### src/boe_pkg.sv
// shared types and constants for the byte-op execute unit
package boe_pkg;

    // ************************************************************
    // widths
    // ************************************************************
    localparam int DATA_W  = 8;
    localparam int ADDR_W  = 7;
    localparam int PC_W    = 13;
    localparam int LIT_W   = 11;
    localparam int WDT_W   = 8;
    localparam int PRE_W   = 8;

    // ************************************************************
    // field positions and constants
    // ************************************************************
    localparam int LATCH_HI_POS = 4;
    localparam int LATCH_LO_POS = 3;
    localparam logic [DATA_W-1:0] ZERO_BYTE = 8'h00;
    localparam logic [DATA_W-1:0] ONE_BYTE  = 8'h01;
    localparam logic [PC_W-1:0]   PC_ONE    = 13'h0001;
    localparam logic [DATA_W-1:0] RST_ACCUM = 8'h00;
    localparam logic [PC_W-1:0]   RST_PC    = 13'h0000;
    localparam logic              DEST_ACC  = 1'b0;

    // ************************************************************
    // timing counts in instruction cycles
    // ************************************************************
    localparam logic [1:0] CYC_SINGLE = 2'h1;
    localparam logic [1:0] CYC_DOUBLE = 2'h2;

    // ************************************************************
    // operation codes from the decoder
    // ************************************************************
    typedef enum logic [2:0]
    {
        OP_NONE,
        OP_WATCHDOG_CLEAR,
        OP_CALL,
        OP_INVERT_REG,
        OP_REG_CLEAR,
        OP_REG_DECREMENT,
        OP_ACCUM_CLEAR,
        OP_DECREMENT_SKIP_NIL
    } boe_op_type;

    typedef struct packed
    {
        boe_op_type          op;
        logic [ADDR_W-1:0]   addr;
        logic                dest;
        logic [LIT_W-1:0]    lit;
    } boe_instr_type;

    typedef struct packed
    {
        logic                en;
        logic [ADDR_W-1:0]   addr;
        logic [DATA_W-1:0]   data;
    } boe_reg_wr_type;

endpackage : boe_pkg

### src/boe_alu.sv
// combinational result unit for the byte operations
`timescale 1ns/1ps
module boe_alu
    import boe_pkg::*;
(
    input  wire boe_op_type        i_op,
    input  wire logic [DATA_W-1:0] i_operand,
    output logic      [DATA_W-1:0] o_result,
    output logic                   o_zero
);

    always_comb
    begin
        case (i_op)
            OP_INVERT_REG:         o_result = ~i_operand;
            OP_REG_DECREMENT:      o_result = i_operand - ONE_BYTE;
            OP_DECREMENT_SKIP_NIL: o_result = i_operand - ONE_BYTE;
            default:               o_result = ZERO_BYTE;
        endcase
    end

    assign o_zero = (o_result == ZERO_BYTE);

endmodule : boe_alu

### src/boe_exec.sv
// execute unit: clears, complement, decrements, watchdog clear and call
`timescale 1ns/1ps
module boe_exec
    import boe_pkg::*;
(
    input  wire logic                i_core_clk,
    input  wire logic                i_rst_n,
    input  wire logic                i_clk_en,
    input  wire logic                i_instr_valid,
    input  wire boe_instr_type       i_instr,
    input  wire logic [DATA_W-1:0]   i_file_rdata,
    input  wire logic [DATA_W-1:0]   i_upper_pc_latch,
    output logic                     o_ready,
    output logic [ADDR_W-1:0]        o_file_raddr,
    output boe_reg_wr_type           o_file_wr,
    output logic [DATA_W-1:0]        o_accum,
    output logic                     o_zero_flag,
    output logic                     o_expiry_flag,
    output logic                     o_sleep_entry_flag,
    output logic                     o_watchdog_clear,
    output logic [WDT_W-1:0]         o_watchdog_count_load,
    output logic [PRE_W-1:0]         o_prescaler_load,
    output logic                     o_stack_push,
    output logic [PC_W-1:0]          o_stack_head,
    output logic [PC_W-1:0]          o_pc,
    output logic                     o_flush,
    output logic [1:0]               o_cycles
);

    // ************************************************************
    // state
    // ************************************************************
    typedef enum logic [0:0] {ST_IDLE, ST_SECOND} boe_state_type;

    boe_state_type     state;
    logic              take;
    logic              file_op;
    logic [DATA_W-1:0] alu_in;
    logic [DATA_W-1:0] alu_out;
    logic              alu_zero;
    logic              skip;
    logic              to_file;
    logic [PC_W-1:0]   next_pc;

    // the second cycle of a two-cycle instruction holds off the decoder
    assign o_ready = (state == ST_IDLE);
    assign take    = i_clk_en && i_instr_valid && o_ready;

    assign file_op = (i_instr.op == OP_INVERT_REG)
                  || (i_instr.op == OP_REG_DECREMENT)
                  || (i_instr.op == OP_DECREMENT_SKIP_NIL);

    // register file read port is combinational on the address
    assign o_file_raddr = i_instr.addr;
    // the previous write lands in the file only at this edge, so a
    // back-to-back access to the same register takes the pending byte
    assign alu_in = (o_file_wr.en && (o_file_wr.addr == i_instr.addr))
                  ? o_file_wr.data : i_file_rdata;

    boe_alu u_alu
    (
        .i_op      (i_instr.op),
        .i_operand (alu_in),
        .o_result  (alu_out),
        .o_zero    (alu_zero)
    );

    assign skip = (i_instr.op == OP_DECREMENT_SKIP_NIL) && alu_zero;
    assign to_file = (file_op && (i_instr.dest != DEST_ACC))
                  || (i_instr.op == OP_REG_CLEAR);

    // ************************************************************
    // sequencing
    // ************************************************************
    always_ff @(posedge i_core_clk or negedge i_rst_n)
    begin
        if (!i_rst_n)
            state <= ST_IDLE;
        else if (i_clk_en)
        begin
            case (state)
                ST_IDLE:
                    if (take && ((i_instr.op == OP_CALL) || skip))
                        state <= ST_SECOND;
                ST_SECOND:
                    state <= ST_IDLE;
                default:
                    state <= ST_IDLE;
            endcase
        end
    end

    always_ff @(posedge i_core_clk or negedge i_rst_n)
    begin
        if (!i_rst_n)
            o_cycles <= 2'h0;
        else if (i_clk_en && take)
            o_cycles <= ((i_instr.op == OP_CALL) || skip)
                      ? CYC_DOUBLE : CYC_SINGLE;
    end

    always_ff @(posedge i_core_clk or negedge i_rst_n)
    begin
        if (!i_rst_n)
            o_flush <= 1'b0;
        else if (i_clk_en)
            o_flush <= take && skip;
    end

    // ************************************************************
    // data results
    // ************************************************************
    always_ff @(posedge i_core_clk or negedge i_rst_n)
    begin
        if (!i_rst_n)
            o_accum <= RST_ACCUM;
        else if (take && (i_instr.op == OP_ACCUM_CLEAR))
            o_accum <= ZERO_BYTE;
        else if (take && file_op && (i_instr.dest == DEST_ACC))
            o_accum <= alu_out;
    end

    always_ff @(posedge i_core_clk or negedge i_rst_n)
    begin
        if (!i_rst_n)
            o_file_wr <= '0;
        else if (i_clk_en)
        begin
            o_file_wr.en   <= take && to_file;
            o_file_wr.addr <= i_instr.addr;
            o_file_wr.data <= alu_out;
        end
    end

    always_ff @(posedge i_core_clk or negedge i_rst_n)
    begin
        if (!i_rst_n)
            o_zero_flag <= 1'b0;
        else if (take)
        begin
            case (i_instr.op)
                OP_REG_CLEAR, OP_ACCUM_CLEAR:
                    o_zero_flag <= 1'b1;
                OP_INVERT_REG, OP_REG_DECREMENT:
                    o_zero_flag <= alu_zero;
                default:
                    o_zero_flag <= o_zero_flag;
            endcase
        end
    end

    // ************************************************************
    // watchdog clear
    // ************************************************************
    // flags reset low; only this block sets them, and only reset clears them
    always_ff @(posedge i_core_clk or negedge i_rst_n)
    begin
        if (!i_rst_n)
        begin
            o_expiry_flag      <= 1'b0;
            o_sleep_entry_flag <= 1'b0;
        end
        else if (take && (i_instr.op == OP_WATCHDOG_CLEAR))
        begin
            o_expiry_flag      <= 1'b1;
            o_sleep_entry_flag <= 1'b1;
        end
    end

    always_ff @(posedge i_core_clk or negedge i_rst_n)
    begin
        if (!i_rst_n)
            o_watchdog_clear <= 1'b0;
        else if (i_clk_en)
            o_watchdog_clear <= take
                && (i_instr.op == OP_WATCHDOG_CLEAR);
    end

    assign o_watchdog_count_load = ZERO_BYTE;
    assign o_prescaler_load      = ZERO_BYTE;

    // ************************************************************
    // program counter and call
    // ************************************************************
    always_comb
    begin
        next_pc = o_pc;
        if (take)
        begin
            if (i_instr.op == OP_CALL)
                next_pc = {i_upper_pc_latch[LATCH_HI_POS:LATCH_LO_POS],
                           i_instr.lit};
            else if (skip)
                next_pc = o_pc + PC_ONE + PC_ONE;
            else
                next_pc = o_pc + PC_ONE;
        end
    end

    always_ff @(posedge i_core_clk or negedge i_rst_n)
    begin
        if (!i_rst_n)
            o_pc <= RST_PC;
        else if (i_clk_en)
            o_pc <= next_pc;
    end

    always_ff @(posedge i_core_clk or negedge i_rst_n)
    begin
        if (!i_rst_n)
        begin
            o_stack_push <= 1'b0;
            o_stack_head <= RST_PC;
        end
        else if (i_clk_en)
        begin
            o_stack_push <= take && (i_instr.op == OP_CALL);
            if (take && (i_instr.op == OP_CALL))
                o_stack_head <= o_pc + PC_ONE;
        end
    end

    // ************************************************************
    // checks
    // ************************************************************
    AST_WDT_CLEAR_PULSE:
    assert property (@(posedge i_core_clk) disable iff (!i_rst_n)
        take && i_instr.op == OP_WATCHDOG_CLEAR |=> o_watchdog_clear)
    else $error("watchdog clear pulse missing");

    AST_WDT_FLAGS:
    assert property (@(posedge i_core_clk) disable iff (!i_rst_n)
        take && i_instr.op == OP_WATCHDOG_CLEAR
        |=> o_expiry_flag && o_sleep_entry_flag && $stable(o_zero_flag))
    else $error("watchdog clear flags wrong");

    AST_CALL_PUSH:
    assert property (@(posedge i_core_clk) disable iff (!i_rst_n)
        take && i_instr.op == OP_CALL
        |=> o_stack_push && o_stack_head == $past(o_pc) + PC_ONE)
    else $error("call return address wrong");

    AST_CALL_PC:
    assert property (@(posedge i_core_clk) disable iff (!i_rst_n)
        take && i_instr.op == OP_CALL
        |=> o_pc[LIT_W-1:0] == $past(i_instr.lit))
    else $error("call low pc bits wrong");

    AST_CALL_UPPER:
    assert property (@(posedge i_core_clk) disable iff (!i_rst_n)
        take && i_instr.op == OP_CALL
        |=> o_pc[PC_W-1:LIT_W]
            == $past(i_upper_pc_latch[LATCH_HI_POS:LATCH_LO_POS]))
    else $error("call upper pc bits wrong");

    AST_CALL_TWO:
    assert property (@(posedge i_core_clk) disable iff (!i_rst_n)
        take && i_instr.op == OP_CALL && i_clk_en
        |=> !o_ready && $stable(o_zero_flag))
    else $error("call not two cycles");

    AST_DEST_ACC:
    assert property (@(posedge i_core_clk) disable iff (!i_rst_n)
        take && file_op && i_instr.dest == DEST_ACC
        |=> !o_file_wr.en && o_accum == $past(alu_out))
    else $error("accumulator destination wrong");

    AST_INVERT:
    assert property (@(posedge i_core_clk) disable iff (!i_rst_n)
        take && i_instr.op == OP_INVERT_REG && i_instr.dest
        |=> o_file_wr.en && o_file_wr.data == ~$past(alu_in))
    else $error("complement result wrong");

    AST_REG_CLEAR:
    assert property (@(posedge i_core_clk) disable iff (!i_rst_n)
        take && i_instr.op == OP_REG_CLEAR
        |=> o_file_wr.en && o_file_wr.data == ZERO_BYTE && o_zero_flag)
    else $error("register clear wrong");

    AST_DECREMENT_ZERO:
    assert property (@(posedge i_core_clk) disable iff (!i_rst_n)
        take && i_instr.op == OP_REG_DECREMENT
        |=> o_zero_flag == ($past(alu_in) == ONE_BYTE))
    else $error("decrement zero flag wrong");

    AST_SKIP:
    assert property (@(posedge i_core_clk) disable iff (!i_rst_n)
        take && i_instr.op == OP_DECREMENT_SKIP_NIL
        |=> o_flush == ($past(alu_in) == ONE_BYTE)
            && $stable(o_zero_flag))
    else $error("decrement skip wrong");

endmodule : boe_exec

### config.mk
export PLATFORM = sky130hd
export DESIGN_NAME = boe_exec
export DESIGN_NICKNAME = d
export VERILOG_FILES = /design/src/boe_pkg.sv /design/src/boe_alu.sv /design/src/boe_exec.sv
export SDC_FILE = /design/constraint.sdc
export NUM_CORES = 1
export LEC_CHECK = 0
export ABC_AREA = 1
export BUFFER_PORTS_ARGS = -buffer_cell sky130_fd_sc_hd__buf_2
export CORE_MARGIN = 1.5
export CORE_UTILIZATION = 52
export DETAILED_ROUTE_END_ITERATION = 8
export PLACE_DENSITY = 0.85
export SLEW_MARGIN = 25
export SYNTH_ARGS = -nofsm -noshare
export SYNTH_HDL_FRONTEND = slang
export SYNTH_SLANG_ARGS = --single-unit
export TNS_END_PERCENT = 10
### constraint.sdc
create_clock -name i_core_clk -period 3 [get_ports i_core_clk]
set_input_delay 0.15 -clock i_core_clk [delete_from_list [all_inputs] [get_ports i_core_clk]]
set_output_delay 0.15 -clock i_core_clk [all_outputs]
set_load 0.05 [all_outputs]
Yosys cells after proc, flatten, opt, wreduce, memory -nomap -nowiden
Cells that the tools add are included.

cells by class
  bitwise gates (word level) = 3
  mux-type cells = 10
  add/subtract/negate cells = 3
  reduce and logical (&&, ||, !) cells = 27
  equal/unequal tests = 8

operators by type and width
  cell                                                  count
  adder 13 x 1 -> 13 bit (second input constant)        2
  two-way mux 13 bit                                    2
  two-way mux 8 bit                                     3
  case mux 8 bit (2 select lines)                       1
  logical AND 1 bit                                     14
  equality test 3 bit (second input constant)           4
  zero test 8 bit                                       1
  NOT 8 bit                                             1
  subtractor 8 x 1 -> 8 bit (second input constant)     1
  equality test 7 bit                                   1
  equality test 3 x 2 -> 1 bit (second input constant)  2
  AND reduction 2 bit                                   3
  OR reduction 2 bit                                    3
  logical OR 1 bit                                      4
  case mux 1 bit (2 select lines)                       2
  nonzero test 2 bit                                    2
  equality test 3 x 1 -> 1 bit (second input constant)  1
  two-way mux 2 bit                                     1
  NOT 1 bit                                             2
  two-way mux 1 bit                                     1

storage, ports and cells
  output and inout port bits = 82
  bits of input ports = 42
  word-level logic and storage cells = 64
  bits in registers = 58

Logic depth before layout (Yosys ltp)
Gate-level depths: netlist (run 1).

  depth in word-level cells = 11
  depth in mapped cells = 24
  mapped depth without buffers = 23

By module
Synthesis (run 1) repeated with hierarchy kept, for this count alone.

second synthesis, totals
  cell total of the unflattened synthesis = 513
  area, all modules = 3682.3 sq um

by module, submodules not included
  module    cells each  area each (sq um)  instances  seq. area each (sq um)
  boe_exec  443         3370.7             1          1451.4
  boe_alu   70          311.5              1          0.0

Least setup slack after synthesis (run 1)
No wires, ideal clock.

  path kind = register to register
  start point = register o_file_wr[11] (netlist bit)
  end point = register o_pc[9]
  arrival time = 2638 ps
  clock period less this slack = 2756 ps
  cell stages (with the launch flop) = 22
  required time = 2882 ps
  buffers on the path = 1
  slack = 244 ps
  path through = dfrtp_1 inv_1 a21oi_1 nand2_1 nor2_1 nand2_2 nand2_1 nand2_2 ha_1 inv_1 o21ai_1 nand2_1 o21ai_1 nor2_1 nand3_1 nor2_4 nand4_4 buf_6 nand2_1 nand3_1 nand2_1 nand2_1

on the way
  word-level cells in the longest chain between the ends = 9

ends and longest elaborated chain
  element                                                        RTL line                                     source
  start, declared                                                boe_exec.sv:15                               output boe_reg_wr_type o_file_wr,
  equality test 7 bit (*)                                        boe_exec.sv:57                               assign alu_in = (o_file_wr.en && (o_file_wr.addr == i_instr.addr))
  logical AND 1 bit (*)                                          boe_exec.sv:57
  two-way mux 8 bit (*)                                          boe_exec.sv:58                               ? o_file_wr.data : i_file_rdata;
  subtractor 8 x 1 -> 8 bit / NOT 8 bit (equally long branches)  boe_alu.sv:16, boe_alu.sv:17, boe_alu.sv:15
  case mux 8 bit (2 select lines) (*)                            boe_alu.sv:14                                case (i_op)
  zero test 8 bit (*)                                            boe_alu.sv:22                                assign o_zero = (o_result == ZERO_BYTE);
  logical AND 1 bit (*)                                          boe_exec.sv:68                               assign skip = (i_instr.op == OP_DECREMENT_SKIP_NIL) && alu_zero;
  two-way mux 13 bit (*)                                         boe_exec.sv:193                              else if (skip)
  two-way mux 13 bit (*)                                         boe_exec.sv:190                              if (i_instr.op == OP_CALL)
  end signal, assigned                                           boe_exec.sv:205                              o_pc <= next_pc;
  end, declared                                                  boe_exec.sv:25                               output logic [PC_W-1:0] o_pc,

Every way passes the cells marked *; elsewhere a longest branch is shown, timed or not.
A chain may end at the register's enable or synchronous reset.

Final worst setup path (run 1)
  start point = register o_file_wr[12] (netlist bit)
  end point = register o_cycles[0]

on the way
  word-level cells in the longest chain between the ends = 9

ends and longest elaborated chain
  element                                                        RTL line                                     source
  equality test 7 bit (*)                                        boe_exec.sv:57
  logical AND 1 bit (*)                                          boe_exec.sv:57
  two-way mux 8 bit (*)                                          boe_exec.sv:58
  subtractor 8 x 1 -> 8 bit / NOT 8 bit (equally long branches)  boe_alu.sv:16, boe_alu.sv:17, boe_alu.sv:15
  case mux 8 bit (2 select lines) (*)                            boe_alu.sv:14
  zero test 8 bit (*)                                            boe_alu.sv:22
  logical AND 1 bit (*)                                          boe_exec.sv:68
  logical OR 1 bit (*)                                           boe_exec.sv:98                               o_cycles <= ((i_instr.op == OP_CALL) || skip)
  two-way mux 2 bit (*)                                          boe_exec.sv:99                               ? CYC_DOUBLE : CYC_SINGLE;
  end signal, assigned                                           boe_exec.sv:98
  end, declared                                                  boe_exec.sv:27                               output logic [1:0] o_cycles

Marks and branches as above.

==> flow_results.org, run 1 <==
** Min path
- In this run the most critical hold path is launched from i_instr[16].
- Endpoint, Worst Hold :: o_file_wr[12]$_DFFE_PN0P_
- Min-Delay Path Class :: primary input to flop
- Worst hold stages :: 3

** Setup path
- Among the stages of the critical path, the cell type that occurs most often is sky130_fd_sc_hd__nand2_1.
- Worst-path fanout max :: 8
- Worst setup path category :: flop to flop
- For this run, the slowest stage of the critical path takes 390 ps.
- Measured in cells, the most critical reg-to-reg path has a length of 20.
- The slowest stage of the critical path belongs to the cell sky130_fd_sc_hd__dfrtp_1.
- Worst setup EP type :: flop
- Register-to-register setup slack :: 160 ps
- Startpoint class of the critical path :: flop
- Worst path bufs/invs :: 2
- Data arrives at the worst endpoint at 3070 ps.
- Required time at the endpoint of the critical path :: 3230 ps
- Top Family by Delay on Critical Path :: simple AND/OR/NAND/NOR gates
- Counting buffers and inverters, the worst setup path is 20 cells deep.
- Critical register-to-register path endpoint :: o_cycles[0]$_DFFE_PN0P_
- Traced cell by cell, the critical path runs through inv_1 > nand2_1 > nand2_1 > nand2_1 > nor2_1 > nand2_2 > nand2_1 > nand2_2 > ha_2 > inv_1 > o21ai_1 > nand2_1 > o21ai_1 > nor2_1 > nand3_1 > nor2_4 > nand4_4 > nand2_1 > nand2_1 > o21a_1.
- Startpoint of the worst register-to-register path :: o_file_wr[12]$_DFFE_PN0P_

** Drt
- Dividing the detail-routed via count by the number of cells gives 5.178.
- For this block, the via count after detailed routing is 4054.
- DRT iter0 DRCs :: 265
- Total length of routed wires :: 10.33 mm
- Number of nets with antenna violations after routing :: 0
- For this run, design rule violations remaining after detail routing come to 0.
- The first TritonRoute pass finished after 5 iterations.
- After detailed routing, the average wire length per cell comes to 13.19 um.

** Cells and area
- Commonest cells after routing, fill and taps aside :: sky130_fd_sc_hd__nand2_1, sky130_fd_sc_hd__buf_2, sky130_fd_sc_hd__inv_1
- Finished Core Util :: 64.38%
- Share of final-layout standard cells stronger than drive strength 1 :: 25.73%
- Leaving out fill and tap cells, the most frequent cell in the layout is sky130_fd_sc_hd__nand2_1.
- Count of antenna diodes in the layout :: 0
- The count of cells in the finished layout, fillers not included, comes to 783.
- Synth-to-layout area growth :: 18.46%
- Final Instance Area :: 4745 um2
- At the end of the flow, the number of nets in the layout was 725.

** Yosys
- Mapped Cells :: 577
- Number of library cell types mapped by synthesis :: 38
- Synthesis inferred 58 register bits.
- Mapped cell area :: 4005 um2
- YS warnings :: 0
- Part of the Yosys area used for sequential elements :: 36.24%
- Mean post-synth cell area :: 6.941 um2

** Floorplan
- The die covers 8237 um2.
- Top-Level Pins :: 124
- Placeable core area :: 7370 um2
- The initial utilization of the core area, before any placement, comes to 54.35%.
- Number of cell rows :: 31
- The die is 90.76 um tall.
- Horizontal die dimension :: 90.76 um

** Clocking
- Sink Count :: 58
- The clock reaches the later pin of the worst-skew pair after 350 ps.
- Root buf cell :: sky130_fd_sc_hd__clkbuf_8
- Max clock buf depth :: 2
- Total number of H-tree levels :: 3
- Number of buffers added by the clock tree synthesis step :: 9
- Clock input transition at the sequential cells of the worst setup and hold paths :: 70 ps
- CTS tree :: yes

** Power and ir drop
- Proportion of power drawn by flip-flops and latches :: 31.8%
- The share of total power dissipated in combinational logic is 46.7%.
- Net switching is 49.34% of the power.
- Overall power consumption after layout is estimated at 3.346 mW.
- Power spread over the standard cell area amounts to 705.3 nW/um2.
- The worst-case IR drop observed on VDD is 0.4703 mV.
- Switching power :: 1.651 mW
- The clock network is responsible for 21.5% of the overall power.
- Leakage power :: 2.689 nW
- The internal power of the cells totals 1.695 mW.

** STA
- Final setup violation count :: 0
- The number of max-slew violations in the final report is 0.
- Hold is met by 62.29 ps.
- At the pin with the least slew margin, the transition time is 834.8 ps.
- Period minus WS final :: 2839 ps
- In the finished design, the share of the clock period the worst path needs comes to 94.62%.
- Hold Vio Cnt, Final :: 0
- After layout, the worst setup slack is 161.3 ps.
- Fin Clk Skew :: 8.228 ps
- After routing, the total negative slack on setup checks comes to 0 ps.
- Headroom to the max-slew limit came out at 44.34%.
- Highest attainable clock frequency :: 352.3 MHz

** Global route
- The number of antenna violations at the first check in global routing was 0.
- For this run the aggregate overflow at the end of global routing stands at 0.
- Maximum number of pins on one net before global-route repair :: 32
- Number of global-route vias before repair :: 3735
- Across every metal layer, demand over resource in global routing totals 26.24%.
- The first global-routing pass estimated 17.42 mm of wire.

** Placed design
- RD Place Congestion :: 0.9009
- DP Cell Count :: 764
- Pre-CTS setup slack :: 88.57 ps
- In this run the cell area measured after placement is 4512 um2.
- PortBufs :: 101
- The HPWL after detailed placement is 7.666 mm.

** Status
- Run status :: completed

** Run
- Max-cap violations in this run came to 0.
## metal layers
metal / share of wire (%) / GRT usage (%)
met4: 2.9 / 10.71
met2: 45 / 40.66
met1: 45 / 36.37
met5: 0 / 0
met3: 6.6 / 4.293
## how the worst max path moves through the flow
stage | from | end | slack (ps)
2_1_floorplan | o_file_wr[11]$_DFFE_PN0P_ | o_pc[9]$_DFFE_PN0P_ | 240
3_3_place_gp | o_file_wr[13]$_DFFE_PN0P_ | o_cycles[0]$_DFFE_PN0P_ | 250
3_5_place_dp | o_file_wr[13]$_DFFE_PN0P_ | o_pc[1]$_DFFE_PN0P_ | 90
4_1_cts | o_file_wr[12]$_DFFE_PN0P_ | o_pc[1]$_DFFE_PN0P_ | 70
5_1_grt | o_file_wr[13]$_DFFE_PN0P_ | o_pc[1]$_DFFE_PN0P_ | -20
6_report | o_file_wr[12]$_DFFE_PN0P_ | o_cycles[0]$_DFFE_PN0P_ | 160
## final cells by class
class,count,area (um2)
well taps,99,123.9
fillers,683,2625
clock inverters,6,57.56
inverters,88,330.3
clock buffers,10,127.6
flip-flops and latches,58,1451
multi-input cells,410,2059
repair buffers,112,594.3
## kinds of logic after synthesis
family                   share of synthesized area (%)
AO/OA/AOI/OAI                                    6.904
other                                          0.09363
AND/OR/NAND/NOR                                  35.86
buffers and inverters                            14.40
multiplexers                                     1.968
flip-flops                                       36.24
XOR/XNOR                                         3.280
adder cells (fa/ha/maj)                          1.250
## Yosys cell counts (all sizes together)
cell type,count,area share [%]
nor2,54,6.5
ha,4,1.2
a22o,1,0.22
xor2,13,2.8
o2111ai,1,0.22
nand2,199,20
o21bai,2,0.37
inv,83,7.8
a21oi,4,0.59
clkinv,5,0.47
mux2,7,2.0
o32ai,1,0.41
nor4,3,0.47
o21ai,38,4.7
dfrtp,58,36
o21a,1,0.19
xnor2,2,0.44
conb,1,0.094
buf,29,5.4
nand3b,1,0.19
nand3,39,5.4
a31oi,1,0.16
nand4,17,3.0
clkbuf,8,0.75
nor3,3,0.37
or2,2,0.31
## state kept, by name, summed over array words and instances, names as in the netlist
register,count
o_accum,8
state,1
o_watchdog_clear,1
o_zero_flag,1
o_stack_push,1
o_sleep_entry_flag,1
o_flush,1
o_stack_head,13
o_pc,13
o_cycles,2
o_file_wr,16
## repair_timing
action,CTS,global route
setup buffers,0,1
gates resized for setup,0,4
hold endpoints to repair,21,0
hold buffers,1,0
endpoints found under the setup margin,0,17
## worst reg2reg max path: cells and delay by family, from the launching register on
kind                     cells  cell delay [ps]
AND/OR/NAND/NOR             14             1660
flip-flops                   1              390
AO/OA/AOI/OAI                3              290
adder cells (fa/ha/maj)      1              210
buffers and inverters        2              150
## power groups by stage
| stage | sequential, mW | combinational (mW) | clock, mW |
|---|---|---|---|
| final | 1.06 | 1.56 | 0.720 |
| after global routing | 1.09 | 1.68 | 0.765 |
| after CTS | 1.06 | 1.55 | 0.725 |
| after detailed placement | 1.07 | 1.54 | 0 |
| after global placement | 1.07 | 1.51 | 0 |
| after floorplan | 1.61 | 0.632 | 0 |
No activity file was read; power rests on OpenSTA's default activity.
==> run 2: changes to the inputs <==
Settings changed: GPL_TIMING_DRIVEN set to 0.
==> flow_results.org, run 2 (same netlist as run 1, synthesis figures left out) <==
** Setup path
- Top Family by Delay on Critical Path :: simple AND/OR/NAND/NOR gates
- Worst setup path category :: flop to flop
- The largest individual stage delay along the critical path comes from the cell sky130_fd_sc_hd__dfrtp_1.
- The critical path contains buffers and inverters numbering 4 combined.
- Walking the worst path, the cells encountered are inv_1 > nand2_1 > nand2_1 > nand2_1 > nor2_1 > nand2_2 > nand2_1 > nand2_2 > ha_4 > inv_1 > o21ai_1 > nand2_1 > o21ai_1 > nor2_2 > inv_1 > nor2_1 > nand2_1 > nor2_2 > buf_4 > nand4_1 > nand3_1 > nand2_1 > nand2_1.
- In this design, the stage delay of the slowest critical-path cell is 400 ps.
- Setup slack on the worst reg-to-reg path comes out at 250 ps.
- Startpoint of the worst register-to-register path :: o_file_wr[12]$_DFFE_PN0P_
- STA classifies the critical path endpoint as a flop.
- Of all nets on the critical path, the largest fanout is 10.
- Crit path arrival time :: 3030 ps
- Required time at the endpoint of the critical path :: 3270 ps
- The number of cells on the worst reg-to-reg path is 23.
- STA classifies the critical path startpoint as a flop.
- Counting stages on the worst path, the most repeated cell is sky130_fd_sc_hd__nand2_1.
- Critical register-to-register path endpoint :: o_pc[9]$_DFFE_PN0P_

** Cells and area
- Finished Core Util :: 67.47%
- Most common library cell in the layout ignoring fill and taps :: sky130_fd_sc_hd__nand2_1
- Max FFs per register :: 16
- The largest registers in the layout are o_file_wr x16, o_pc x13, o_stack_head x13.
- Relative to the synthesized area, the layout overhead comes to 24.15%.
- Ranked by flip-flop count, first place goes to o_file_wr.
- Leaving out fill and tap cells, the most frequent cells in the layout are sky130_fd_sc_hd__nand2_1, sky130_fd_sc_hd__buf_2, sky130_fd_sc_hd__inv_1.
- Count of antenna diodes in the layout :: 0
- The count of cells in the finished layout, fillers not included, comes to 810.
- Of the cells placed in the final design, the portion with a size suffix greater than 1 is 27.85%.
- The net count of the finished layout is 754.

** Placed design
- PortBufs :: 101
- The HPWL after detailed placement is 7.990 mm.
- Including well taps, the total number of placed cells is 792.
- Routability-driven placement finished with a final weighted congestion of 0.9913.

** Drt
- In the routed layout, each cell is associated on average with a via count of 5.028.
- Dividing the detail-routed wire length by the instance count gives 12.85 um.
- Total length of routed wires :: 10.41 mm
- DRT iter0 DRCs :: 209
- Once detail routing completed, the nets flagged for antenna violations numbered 0.
- Vias post-DR :: 4073
- Number of design rule violations left after detail routing :: 0
- Iteration count of the initial detailed-routing pass :: 5

** Clocking
- The clock reaches the later pin of the worst-skew pair after 340 ps.
- The longest clock path from root to sink contains 2 buffers.
- The tree is rooted in a sky130_fd_sc_hd__clkbuf_8.
- Total number of H-tree levels :: 3
- Clock-pin slew was measured on the worst setup and hold paths at 70 ps.
- Number of buffers added by the clock tree synthesis step :: 9
- CTS tree :: yes
- For this design, the sink count on the clock tree is 58.

** Global route
- Global-route wire length before repair :: 17.51 mm
- Congestion Overflow GR :: 0
- Maximum number of pins on one net before global-route repair :: 59
- Number of global-route vias before repair :: 3711
- Global routing consumed, over all layers together, 26.51% of the routing resources.
- The number of antenna violations at the first check in global routing is 0.

** Power and ir drop
- Cell area power density :: 698.6 nW/um2
- Worst-case vdd ir drop :: 0.3987 mV
- Summed over all cells, the static leakage comes to 2.834 nW.

** STA
- Derived from the worst setup path, the maximum achievable clock frequency is 363.1 MHz.
- Setup repair after global routing missed its margin :: no
- Transition time at the pin with the least slew margin :: 797.7 ps
- Final Hold Slack :: 71.37 ps
- Period minus WS final :: 2754 ps
- Fin Clk Skew :: 14.80 ps
- Post-route fraction of the period consumed by the critical path :: 91.81%
- Slew margin rel. :: 46.82%
- The count of endpoints failing hold in the final timing report was 0.
- Final setup violation count :: 0
- Max Slew Vio Count :: 0
- In the final timing run, aggregate negative setup slack is 0 ps.

** Floorplan
- The die covers 8237 um2.
- Vertical die dimension :: 90.76 um
- For this design the top-level I/O count stands at 124.
- Initial Util :: 54.35%
- The floorplan has 31 rows.
- Placeable core area :: 7370 um2
- Horizontal die dimension :: 90.76 um

** Min path
- Origin of the worst min-delay path :: i_instr[13]
- For hold timing, the worst endpoint is o_file_wr[9]$_DFFE_PN0P_.
- Along the worst hold path, the cell count comes to 3.
- The worst hold path belongs to the class primary input to flop.

** Run
- Number of max-capacitance violations reported :: 0

** Status
- The flow ran to the end, and the final reports show no timing, DRC or antenna violations.
-- run 2: layer usage --
metal  routed length [um]  share of wire, %  GRT usage, %
met1                 4720                45         35.89
met2                 4740                46         41.23
met3                  710               6.8         5.219
met5                    0                 0             0
met4                  239               2.3         11.24
-- run 2: how the worst max path moves through the flow --
stage / startpoint / to / slack, ps / depth (start not counted)
6_report: o_file_wr[12]$_DFFE_PN0P_ / o_pc[9]$_DFFE_PN0P_ / 250 / 23
3_3_place_gp: o_file_wr[13]$_DFFE_PN0P_ / o_pc[9]$_DFFE_PN0P_ / 200 / 22
2_1_floorplan: o_file_wr[11]$_DFFE_PN0P_ / o_pc[9]$_DFFE_PN0P_ / 240 / 21
3_5_place_dp: o_file_wr[12]$_DFFE_PN0P_ / o_pc[9]$_DFFE_PN0P_ / 90 / 22
4_1_cts: o_file_wr[12]$_DFFE_PN0P_ / o_pc[9]$_DFFE_PN0P_ / 50 / 22
5_1_grt: o_pc[1]$_DFFE_PN0P_ / o_pc[12]$_DFFE_PN0P_ / 8 / 17
-- run 2: power by group --
part / leakage [nW] / total (mW) / switching [mW] / internal, mW
clock network: 0.115 / 0.839 / 0.312 / 0.527
logic: 1.98 / 1.56 / 1.17 / 0.391
registers: 0.741 / 1.07 / 0.133 / 0.938
total: 2.83 / 3.47 / 1.62 / 1.86
-- run 2: final cells by class --
| cell class | count | area [um2] |
|---|---|---|
| clock inverter | 2 | 60.06 |
| tap | 99 | 123.9 |
| timing repair buffer | 105 | 540.5 |
| clock buffer | 12 | 165.2 |
| inverter | 88 | 330.3 |
| multi-input combinational | 409 | 2053 |
| fill | 639 | 2397 |
| buffer | 37 | 246.5 |
| sequential | 58 | 1453 |
-- run 2: worst register-to-register path, cell delays in order, from the launching register on --
cell,delay [ps]
sky130_fd_sc_hd__dfrtp_1,400
sky130_fd_sc_hd__inv_1,80
sky130_fd_sc_hd__nand2_1,50
sky130_fd_sc_hd__nand2_1,100
sky130_fd_sc_hd__nand2_1,80
sky130_fd_sc_hd__nor2_1,130
sky130_fd_sc_hd__nand2_2,110
sky130_fd_sc_hd__nand2_1,90
sky130_fd_sc_hd__nand2_2,120
sky130_fd_sc_hd__ha_4,200
sky130_fd_sc_hd__inv_1,70
sky130_fd_sc_hd__o21ai_1,60
sky130_fd_sc_hd__nand2_1,70
sky130_fd_sc_hd__o21ai_1,120
sky130_fd_sc_hd__nor2_2,160
sky130_fd_sc_hd__inv_1,60
sky130_fd_sc_hd__nor2_1,90
sky130_fd_sc_hd__nand2_1,70
sky130_fd_sc_hd__nor2_2,120
sky130_fd_sc_hd__buf_4,180
sky130_fd_sc_hd__nand4_1,110
sky130_fd_sc_hd__nand3_1,130
sky130_fd_sc_hd__nand2_1,60
sky130_fd_sc_hd__nand2_1,50
-- run 2: repair_timing --
action | 4_1_cts | 5_1_grt
hold buffers | 1 | 0
hold endpoints to repair | 58 | 0
resized for setup | 0 | 5
setup buffers | 0 | 3
setup endpoints to repair | 0 | 18
-- run 2: metrics by stage --
stage | cell area, um2 | setup WS (ps) | total power, mW
global route | 4972 | 8.024 | 3.660
finish | 4972 | 245.7 | 3.474
detailed placement | 4693 | 85.34 | 2.631
floorplan | 4061 | 244.4 | 2.247
CTS | 4928 | 46.05 | 3.475
global placement | 4691 | 204.4 | 2.604
